==> src/core/rdap_pkg.sv <==
// Package: register map, field positions, reset values and types of the day alarm and prescaler block.
package rdap_pkg;
    localparam int ADDR_W = 4;
    // Register indices chosen for this block.
    localparam logic [3:0] ADR_WEEKDAY = 4'h0;
    localparam logic [3:0] ADR_MDAY = 4'h1;
    localparam logic [3:0] ADR_PS0CTL = 4'h2;
    localparam logic [3:0] ADR_IRQ_STAT = 4'h3;
    localparam logic [3:0] ADR_IRQ_MASK = 4'h4;
    localparam logic [3:0] ADR_STATE = 4'h5;
    // Alarm register fields.
    localparam int AE_BIT = 7;
    localparam logic [7:0] WDAY_MASK = 8'h87;
    localparam logic [7:0] MDAY_BIN_MASK = 8'h9f;
    localparam logic [7:0] MDAY_DEC_MASK = 8'hbf;
    // Prescaler stage 0 control fields.
    localparam int DIV_LSB = 11;
    localparam int FRZ_BIT = 8;
    localparam int IP_LSB = 2;
    localparam int IE_BIT = 1;
    localparam int FLG_BIT = 0;
    localparam logic [2:0] DIV_RST = 3'h0;
    localparam logic [2:0] IP_RST = 3'h0;
    localparam logic FRZ_RST = 1'b1;
    localparam logic IE_RST = 1'b0;
    localparam logic [2:0] CAL_DIV_CODE = 3'h7;
    localparam int CNT_W = 8;
    // Interrupt status bits.
    localparam int EV_TAP = 0;
    localparam int EV_STAGE_OUT = 1;
    localparam int EV_W = 2;

    typedef struct packed {
        logic [ADDR_W-1:0] addr;
        logic [15:0] wdata;
        logic wr;
        logic rd;
    } rdap_bus_req_t;

    typedef struct packed {
        logic [2:0] div_sel;
        logic [2:0] ip_sel;
    } rdap_cfg_t;
endpackage

==> src/core/rdap_core.sv <==
// Module: day alarm registers and first prescale stage with control register and interrupt.
`timescale 1ns/100ps
//////////////////////////////////////////////////////////////////////////////
// How it works
// RULE1 - Bit 7 of each day alarm enables that field in alarm matching.
// RULE2 - Weekday alarm keeps bits 2-0, range 0-6; bits 6-3 read zero.
// RULE3 - Binary month-day alarm keeps bits 4-0; bits 6-5 read zero.
// RULE4 - Decimal month-day alarm keeps tens in 5-4, units in 3-0; bit 6 zero.
// RULE5 - Divide select in bits 13-11 picks divide by 2 up to 256.
// RULE6 - Calendar mode forces stage output divide 256 and second stage 128.
// RULE7 - Freeze bit 8 resets to one, holds the stage, ignored in calendar mode.
// RULE8 - In calendar mode the global freeze stops the stage.
// RULE9 - Interval field in bits 4-2 picks the tap that sets the flag.
// RULE10 - Bit 1 is the interrupt enable, reset zero.
// RULE11 - Bit 0 is the event flag, set by the selected tap event.
// RULE12 - Reserved control bits read zero.
// RULE13 - Effective divide and interval held during deep sleep until lock release.
// RULE14 - Software rewrites divide and interval before releasing the lock.
// RULE15 - Interrupt request is high while flag and enable are both one.
module rdap_core #(
    parameter int CNT_W = rdap_pkg::CNT_W
) (
    input wire logic sys_clk_i,
    input wire logic rst_i,
    input wire logic lf_tick_i,
    input wire logic calendar_mode_i,
    input wire logic decimal_format_i,
    input wire logic global_count_freeze_i,
    input wire logic lowpower_io_lock_i,
    input wire logic [rdap_pkg::ADDR_W-1:0] addr_i,
    input wire logic [15:0] wdata_i,
    input wire logic wr_i,
    input wire logic rd_i,
    output logic [15:0] rdata_o,
    output logic weekday_alarm_en_o,
    output logic [2:0] weekday_alarm_o,
    output logic monthday_alarm_en_o,
    output logic [5:0] monthday_alarm_o,
    output logic stage0_out_tick_o,
    output logic stage0_irq_o,
    output logic irq_o
);
    //////////////////////////////////////////////////////////////////////////
    rdap_pkg::rdap_bus_req_t req;
    logic [7:0] weekday_alarm_ff;
    logic [7:0] monthday_alarm_ff;
    rdap_pkg::rdap_cfg_t cfg_ff;
    rdap_pkg::rdap_cfg_t eff_cfg_ff;
    logic stage0_freeze_ff;
    logic stage0_interrupt_enable_ff;
    logic stage0_event_flag_ff;
    logic [CNT_W-1:0] cnt_ff;
    logic [CNT_W-1:0] nxt_cnt;
    logic [rdap_pkg::EV_W-1:0] stat_ff;
    logic [rdap_pkg::EV_W-1:0] mask_ff;
    logic [15:0] nxt_rdata;
    logic run;
    logic [2:0] div_eff;
    logic tap_ev;
    logic out_ev;
    logic [15:0] ctl_view;

    assign req = '{addr: addr_i, wdata: wdata_i, wr: wr_i, rd: rd_i};

    // True when a tap of the given code toggles from one to zero on this count step.
    function automatic logic tap_fall(input logic [CNT_W-1:0] cur,
                                      input logic [CNT_W-1:0] nxt,
                                      input logic [2:0] code);
        tap_fall = cur[code] & ~nxt[code];
    endfunction

    //////////////////////////////////////////////////////////////////////////
    // Alarm registers.
    always_ff @(posedge sys_clk_i or posedge rst_i) begin
        if (rst_i) begin
            weekday_alarm_ff <= 8'h00;
        end else if (req.wr && req.addr == rdap_pkg::ADR_WEEKDAY) begin
            weekday_alarm_ff <= req.wdata[7:0] & rdap_pkg::WDAY_MASK; // [RULE1] [RULE2]
        end
    end

    always_ff @(posedge sys_clk_i or posedge rst_i) begin
        if (rst_i) begin
            monthday_alarm_ff <= 8'h00;
        end else if (req.wr && req.addr == rdap_pkg::ADR_MDAY) begin
            if (decimal_format_i) begin
                monthday_alarm_ff <= req.wdata[7:0] & rdap_pkg::MDAY_DEC_MASK; // [RULE4]
            end else begin
                monthday_alarm_ff <= req.wdata[7:0] & rdap_pkg::MDAY_BIN_MASK; // [RULE3]
            end
        end
    end

    // A cleared enable bit drops the field from alarm matching downstream.
    assign weekday_alarm_en_o = weekday_alarm_ff[rdap_pkg::AE_BIT]; // [RULE1]
    assign weekday_alarm_o = weekday_alarm_ff[2:0];
    assign monthday_alarm_en_o = monthday_alarm_ff[rdap_pkg::AE_BIT]; // [RULE1]
    assign monthday_alarm_o = monthday_alarm_ff[5:0];

    //////////////////////////////////////////////////////////////////////////
    // Control register.
    always_ff @(posedge sys_clk_i or posedge rst_i) begin
        if (rst_i) begin
            cfg_ff <= '{div_sel: rdap_pkg::DIV_RST, ip_sel: rdap_pkg::IP_RST};
            stage0_freeze_ff <= rdap_pkg::FRZ_RST; // [RULE7]
            stage0_interrupt_enable_ff <= rdap_pkg::IE_RST; // [RULE10]
        end else if (req.wr && req.addr == rdap_pkg::ADR_PS0CTL) begin
            cfg_ff.div_sel <= req.wdata[rdap_pkg::DIV_LSB +: 3];
            cfg_ff.ip_sel <= req.wdata[rdap_pkg::IP_LSB +: 3];
            stage0_freeze_ff <= req.wdata[rdap_pkg::FRZ_BIT];
            stage0_interrupt_enable_ff <= req.wdata[rdap_pkg::IE_BIT]; // [RULE10]
        end
    end

    // The effective setting tracks the register only while the low-power lock is open.
    always_ff @(posedge sys_clk_i or posedge rst_i) begin
        if (rst_i) begin
            eff_cfg_ff <= '{div_sel: rdap_pkg::DIV_RST, ip_sel: rdap_pkg::IP_RST};
        end else if (!lowpower_io_lock_i) begin
            eff_cfg_ff <= cfg_ff; // [RULE13]
        end
    end

    //////////////////////////////////////////////////////////////////////////
    // Counter.
    always_comb begin
        if (calendar_mode_i) begin
            run = ~global_count_freeze_i; // [RULE8] [RULE7]
            div_eff = rdap_pkg::CAL_DIV_CODE; // [RULE6]
        end else begin
            run = ~stage0_freeze_ff; // [RULE7]
            div_eff = eff_cfg_ff.div_sel; // [RULE5]
        end
    end

    assign nxt_cnt = cnt_ff + CNT_W'(1);

    always_ff @(posedge sys_clk_i or posedge rst_i) begin
        if (rst_i) begin
            cnt_ff <= '0;
        end else if (run && lf_tick_i) begin
            cnt_ff <= nxt_cnt;
        end
    end

    assign tap_ev = run & lf_tick_i & tap_fall(cnt_ff, nxt_cnt, eff_cfg_ff.ip_sel); // [RULE9]
    assign out_ev = run & lf_tick_i & tap_fall(cnt_ff, nxt_cnt, div_eff); // [RULE5] [RULE6]

    always_ff @(posedge sys_clk_i or posedge rst_i) begin
        if (rst_i) begin
            stage0_out_tick_o <= 1'b0;
        end else begin
            stage0_out_tick_o <= out_ev;
        end
    end

    //////////////////////////////////////////////////////////////////////////
    // Event flag: a tap event in the same cycle as a write wins.
    always_ff @(posedge sys_clk_i or posedge rst_i) begin
        if (rst_i) begin
            stage0_event_flag_ff <= 1'b0;
        end else if (tap_ev) begin
            stage0_event_flag_ff <= 1'b1; // [RULE11]
        end else if (req.wr && req.addr == rdap_pkg::ADR_PS0CTL) begin
            stage0_event_flag_ff <= req.wdata[rdap_pkg::FLG_BIT]; // [RULE11]
        end
    end

    assign stage0_irq_o = stage0_event_flag_ff & stage0_interrupt_enable_ff; // [RULE15]

    //////////////////////////////////////////////////////////////////////////
    // Sticky status and mask.
    always_ff @(posedge sys_clk_i or posedge rst_i) begin
        if (rst_i) begin
            stat_ff <= '0;
        end else begin
            for (int i = 0; i < rdap_pkg::EV_W; i++) begin
                if ((i == rdap_pkg::EV_TAP && tap_ev) ||
                        (i == rdap_pkg::EV_STAGE_OUT && out_ev)) begin
                    stat_ff[i] <= 1'b1;
                end else if (req.wr && req.addr == rdap_pkg::ADR_IRQ_STAT && req.wdata[i]) begin
                    stat_ff[i] <= 1'b0;
                end
            end
        end
    end

    always_ff @(posedge sys_clk_i or posedge rst_i) begin
        if (rst_i) begin
            mask_ff <= '0;
        end else if (req.wr && req.addr == rdap_pkg::ADR_IRQ_MASK) begin
            mask_ff <= req.wdata[rdap_pkg::EV_W-1:0];
        end
    end

    assign irq_o = |(stat_ff & mask_ff);

    //////////////////////////////////////////////////////////////////////////
    // Read path.
    always_comb begin
        ctl_view = 16'h0000; // [RULE12]
        ctl_view[rdap_pkg::DIV_LSB +: 3] = cfg_ff.div_sel;
        ctl_view[rdap_pkg::FRZ_BIT] = stage0_freeze_ff;
        ctl_view[rdap_pkg::IP_LSB +: 3] = cfg_ff.ip_sel;
        ctl_view[rdap_pkg::IE_BIT] = stage0_interrupt_enable_ff;
        ctl_view[rdap_pkg::FLG_BIT] = stage0_event_flag_ff;
    end

    always_comb begin
        nxt_rdata = 16'h0000;
        if (req.addr == rdap_pkg::ADR_WEEKDAY) begin
            nxt_rdata = {8'h00, weekday_alarm_ff};
        end else if (req.addr == rdap_pkg::ADR_MDAY) begin
            nxt_rdata = {8'h00, monthday_alarm_ff};
        end else if (req.addr == rdap_pkg::ADR_PS0CTL) begin
            nxt_rdata = ctl_view;
        end else if (req.addr == rdap_pkg::ADR_IRQ_STAT) begin
            nxt_rdata = {14'h0000, stat_ff};
        end else if (req.addr == rdap_pkg::ADR_IRQ_MASK) begin
            nxt_rdata = {14'h0000, mask_ff};
        end else if (req.addr == rdap_pkg::ADR_STATE) begin
            nxt_rdata = 16'(cnt_ff);
        end
    end

    always_ff @(posedge sys_clk_i or posedge rst_i) begin
        if (rst_i) begin
            rdata_o <= 16'h0000;
        end else if (req.rd) begin
            rdata_o <= nxt_rdata;
        end else begin
            rdata_o <= 16'h0000;
        end
    end
endmodule

==> config.mk <==
export PLATFORM = sky130hd
export DESIGN_NAME = rdap_core
export DESIGN_NICKNAME = d
export VERILOG_FILES = /design/src/core/rdap_pkg.sv /design/src/core/rdap_core.sv
export SDC_FILE = /design/constraint.sdc
export NUM_CORES = 1
export LEC_CHECK = 0
export BUFFER_PORTS_ARGS = -buffer_cell sky130_fd_sc_hd__buf_2
export CELL_PAD_IN_SITES_DETAIL_PLACEMENT = 1
export CELL_PAD_IN_SITES_GLOBAL_PLACEMENT = 1
export CORE_MARGIN = 5
export CORE_UTILIZATION = 38
export DETAILED_ROUTE_END_ITERATION = 16
export PLACE_DENSITY_LB_ADDON = 0.1
export SLEW_MARGIN = 20
export SYNTH_ARGS = -nofsm -noshare
export SYNTH_HDL_FRONTEND = slang
export SYNTH_SLANG_ARGS = --single-unit
==> constraint.sdc <==
create_clock -name sys_clk_i -period 1.4 [get_ports sys_clk_i]
set_input_delay 0.14 -clock sys_clk_i [delete_from_list [all_inputs] [get_ports sys_clk_i]]
set_output_delay 0.14 -clock sys_clk_i [all_outputs]
set_load 0.01 [all_outputs]
==> tab_implementation.tex <==
\begin{tabular}{lr}
\hline
Metric & Value \\
\hline
\multicolumn{2}{l}{\textbf{Drt}} \\
\quad Number of nets with antenna violations after detailed routing & 0 \\
\quad Total via count after detailed routing & 2,047 \\
\quad Average vias per placed instance & 5.289 \\
\quad DR DRC count & 0 \\
\quad Aggregate routed wire length & 7013 microns \\
\quad Per-cell routed wire length & 18.12 microns \\
\quad Detailed-routing iteration count for the pre-antenna-repair pass & 4 \\
\quad Number of violations reported at the end of detailed-routing iteration 0 & 67 \\
\multicolumn{2}{l}{\textbf{Timing}} \\
\quad Final clock skew & 0.008878 ns \\
\quad Final critical-path share of the clock period & 1.130 \\
\quad Number of endpoints with negative hold slack in the final report & 0 \\
\quad Total negative slack for setup checks & -0.6086 ns \\
\quad Least setup slack across all paths after layout & -0.1824 ns \\
\quad Max Clock Freq & 0.6319 GHz \\
\quad Slew Limit Fails & 0 \\
\quad Final period demand of the worst path & 1.582 ns \\
\quad Final setup violation count & 4 \\
\quad RSZ-0062 raised after global routing & true \\
\multicolumn{2}{l}{\textbf{Critical path}} \\
\quad Largest fanout on the critical path & 2 \\
\quad Endpoint class of the critical path & flop \\
\quad Crit path required time & 1.63 ns \\
\quad CP Cell Sequence & ha\_4, or3b\_4, o2111ai\_2, o2111ai\_2, o31ai\_1 \\
\quad Cell family with most CP delay & compound AO/OA/AOI/OAI gates \\
\quad Slowest cell on crit path & sky130\_fd\_sc\_hd\_\_dfrtp\_1 \\
\quad Critical path buffers and inverters & 0 \\
\quad Signal arrival time at the worst endpoint & 1.82 ns \\
\quad Critical path's most frequent cell & sky130\_fd\_sc\_hd\_\_o2111ai\_2 \\
\quad Setup slack of the most critical reg-to-reg path & -0.18 ns \\
\quad Category of the critical setup timing path & reg2reg \\
\quad Crit path launch type & flop \\
\quad Worst stage delay on the critical path & 0.43 ns \\
\multicolumn{2}{l}{\textbf{Synthesis}} \\
\quad Yosys reg bits & 51 \\
\quad Cell with the most instances after synthesis & sky130\_fd\_sc\_hd\_\_dfrtp\_1 \\
\quad Number of enable-type register cells in the synthesized netlist & 0 \\
\quad Fraction of post-synthesis cell area in the top cell type by area & 0.4859 \\
\quad Mean post-synth cell area & 11.50 sq um \\
\quad Post-Synthesis Cell Area & 2575 sq um \\
\quad YS warnings & 0 \\
\quad Leading cell types by count after synthesis & sky130\_fd\_sc\_hd\_\_dfrtp\_1, sky130\_fd\_sc\_hd\_\_mux2\_2, sky130\_fd\_sc\_hd\_\_nand2\_1 \\
\quad Count of distinct cell types in the synthesized netlist & 52 \\
\quad Share of synthesized flip-flops with an asynchronous set or reset & 1.000 \\
\quad Instance count of the mapped netlist & 224 \\
\quad Top flip-flop cell by instance count after synthesis & sky130\_fd\_sc\_hd\_\_dfrtp\_1 \\
\quad Sequential area share after synthesis & 0.4961 \\
\quad Top cells by area, synth & sky130\_fd\_sc\_hd\_\_dfrtp\_1, sky130\_fd\_sc\_hd\_\_mux2\_2, sky130\_fd\_sc\_hd\_\_mux2\_1 \\
\quad Yosys top cell by area & sky130\_fd\_sc\_hd\_\_dfrtp\_1 \\
\multicolumn{2}{l}{\textbf{Clock tree}} \\
\quad Number of buffers on the longest clock path & 2 \\
\quad H-tree levels & 2 \\
\quad Clk\_lat worst skew & 0.32 ns \\
\quad Clock tree sinks & 51 \\
\quad Root buffer selected by CTS & sky130\_fd\_sc\_hd\_\_clkbuf\_8 \\
\quad Cts bufs inserted & 5 \\
\quad Clock tree from TritonCTS & done \\
\quad Clock edge transition at the registers on the reported setup and hold paths & 0.11 ns \\
\multicolumn{2}{l}{\textbf{Finish}} \\
\quad Multi-input gate area & 1202 sq um \\
\quad Ant diodes & 0 \\
\quad Signed area change from the synthesized netlist to the final layout & 29.15\% \\
\quad Share of cells above drive strength 1 & 0.4625 \\
\quad Layout net count & 336 \\
\quad Design Area, Final & 3326 sq um \\
\quad Sequential cell area & 1282 sq um \\
\quad Fillers & 756 \\
\multicolumn{2}{l}{\textbf{Floorplanning}} \\
\quad Number of placement rows & 30 \\
\quad Floorplan die width & 92.32 microns \\
\quad Placeable core area & 6681 sq um \\
\quad Number of top-level pins & 59 \\
\quad Total Die Area & 8522 sq um \\
\quad Die Height & 92.32 microns \\
\quad Initial Util & 0.3854 \\
\multicolumn{2}{l}{\textbf{Run}} \\
\quad Maximum Capacitance Violations & 0 \\
\multicolumn{2}{l}{\textbf{Power}} \\
\quad Leak Pwr & 0.001562 uW \\
\quad Sum of internal, switching and leakage power & 4956 uW \\
\quad Power per unit of standard cell area & 1490 nW/um\^{}2 \\
\quad Worst-case vdd ir drop & 0.0005433 V \\
\multicolumn{2}{l}{\textbf{Placement}} \\
\quad DP Wirelength & 5449 microns \\
\quad Placed inst area & 3159 sq um \\
\quad Placer's final routability congestion estimate & 0.8362 \\
\quad Number of buffers added on ports & 49 \\
\quad Setup slack after placement & -0.3165 ns \\
\multicolumn{2}{l}{\textbf{GRT}} \\
\quad First-pass GRT wire length & 11,930 microns \\
\quad All-Layer GR Usage & 0.1785 \\
\quad Largest net degree at the start of global routing & 32 \\
\quad Remaining global-route overflow & 0 \\
\quad Via count of the first global-routing pass & 2,243 \\
\quad Antenna violations before repair & 0 \\
\multicolumn{2}{l}{\textbf{Outcome}} \\
\quad Violated checks & negative setup slack \\
\quad Outcome & complete, but fails checks \\
\multicolumn{2}{l}{\textbf{Worst hold path}} \\
\quad Path class of the lowest-slack min-delay path & in2reg \\
\hline
\end{tabular}
[report_power, final]
group / internal [uW] / switching, uW
combinational: 1010 / 811
clock: 381 / 580
sequential: 1790 / 378
total: 3190 / 1770
[repair_timing]
item,4_1_cts,5_1_grt
pin swaps,8,2
gates cloned,0,0
buffers inserted,1,0
setup endpoints to repair,5,11
hold buffers,1,0
endpoints found under the hold margin,50,0
resized for setup,5,8
[state kept, by name (all words and copies together), names as in the netlist, 2 cells and up]
| register | count |
|---|---|
| monthday_alarm_ff | 7 |
| stat_ff | 2 |
| mask_ff | 2 |
| cnt_ff | 8 |
| weekday_alarm_ff | 4 |
| cfg_ff | 6 |
| rdata_o | 12 |
| eff_cfg_ff | 6 |
[worst register-to-register path: cells and delay by family (launching register included)]
family	cells	cell delay (ns)
flip-flops	1	0.43
AO/OA/AOI/OAI	3	0.44
adder cells (fa/ha/maj)	1	0.26
AND/OR/NAND/NOR	1	0.37
[placed cells by master, fill, tap and decap left out, drive strengths merged, types with 3 or more instances in the layout]
master	Yosys	layout
a211oi	3	3
a21oi	4	4
a22oi	3	3
a31oi	4	4
and2	6	6
buf	19	92
clkbuf	2	5
conb	1	4
dfrtp	50	50
inv	6	8
mux2	31	31
mux2i	6	6
nand2	12	12
nand2b	5	5
nand3	3	3
nand4	9	9
nor2	11	11
nor3	5	5
nor4	3	3
o2111ai	3	3
o21ai	4	4
o31ai	3	3
xnor2	6	6
[stage by stage]
stage / utilization / hold slack, ns / instances
floorplan: - / 0.2747 / 227
global placement: 0.4728 / 0.1776 / 377
detailed placement: 0.4728 / 0.1816 / 377
CTS: 0.4948 / 0.01695 / 387
global route: 0.4978 / 0.01890 / 387
finish: 0.4978 / 0.02285 / 387
[per-layer routing]
metal / share of wire / vias up / wire length [microns] / global-route usage
met5: 0 / - / 0 / 0
met1: 0.48 / 1039 / 3394 / 0.2442
met3: 0.028 / 10 / 194 / 0.03168
met2: 0.47 / 30 / 3317 / 0.2900
li1: - / 968 / - / -
met4: 0.015 / 0 / 107 / 0.05074
[final timing paths]
kind	cells after the start	start	to
max in group asynchronous	4	rst_i	stage0_freeze_ff
min	2	wdata_i[11]	cfg_ff[3]
max reg2reg	5	cnt_ff[1]	stage0_event_flag_ff
min in group asynchronous	4	rst_i	monthday_alarm_ff[7]
max	5	cnt_ff[1]	stage0_event_flag_ff
min reg2reg	1	cfg_ff[5]	rdata_o[13]
[cells by family after synthesis]
kind of cell | count (synthesis) | synth area share
xor+xnor | 7 | 0.02381
simple gates | 64 | 0.1399
compound gates | 34 | 0.09864
mux | 39 | 0.1778
other cells | 1 | 0.001456
flops | 51 | 0.4961
buf+inv | 27 | 0.05734
fa+ha+maj | 1 | 0.004858
[layout make-up]
cell class / instances / share of cell area
clock buffer: 5 / 0.02069
clock inverter: 3 / 0.01016
inverter: 6 / 0.006772
multi-input combinational: 149 / 0.3615
sequential: 51 / 0.3856
tap: 80 / 0.03010
timing repair buffer: 93 / 0.1851
No activity file was read; power rests on OpenSTA's default activity.
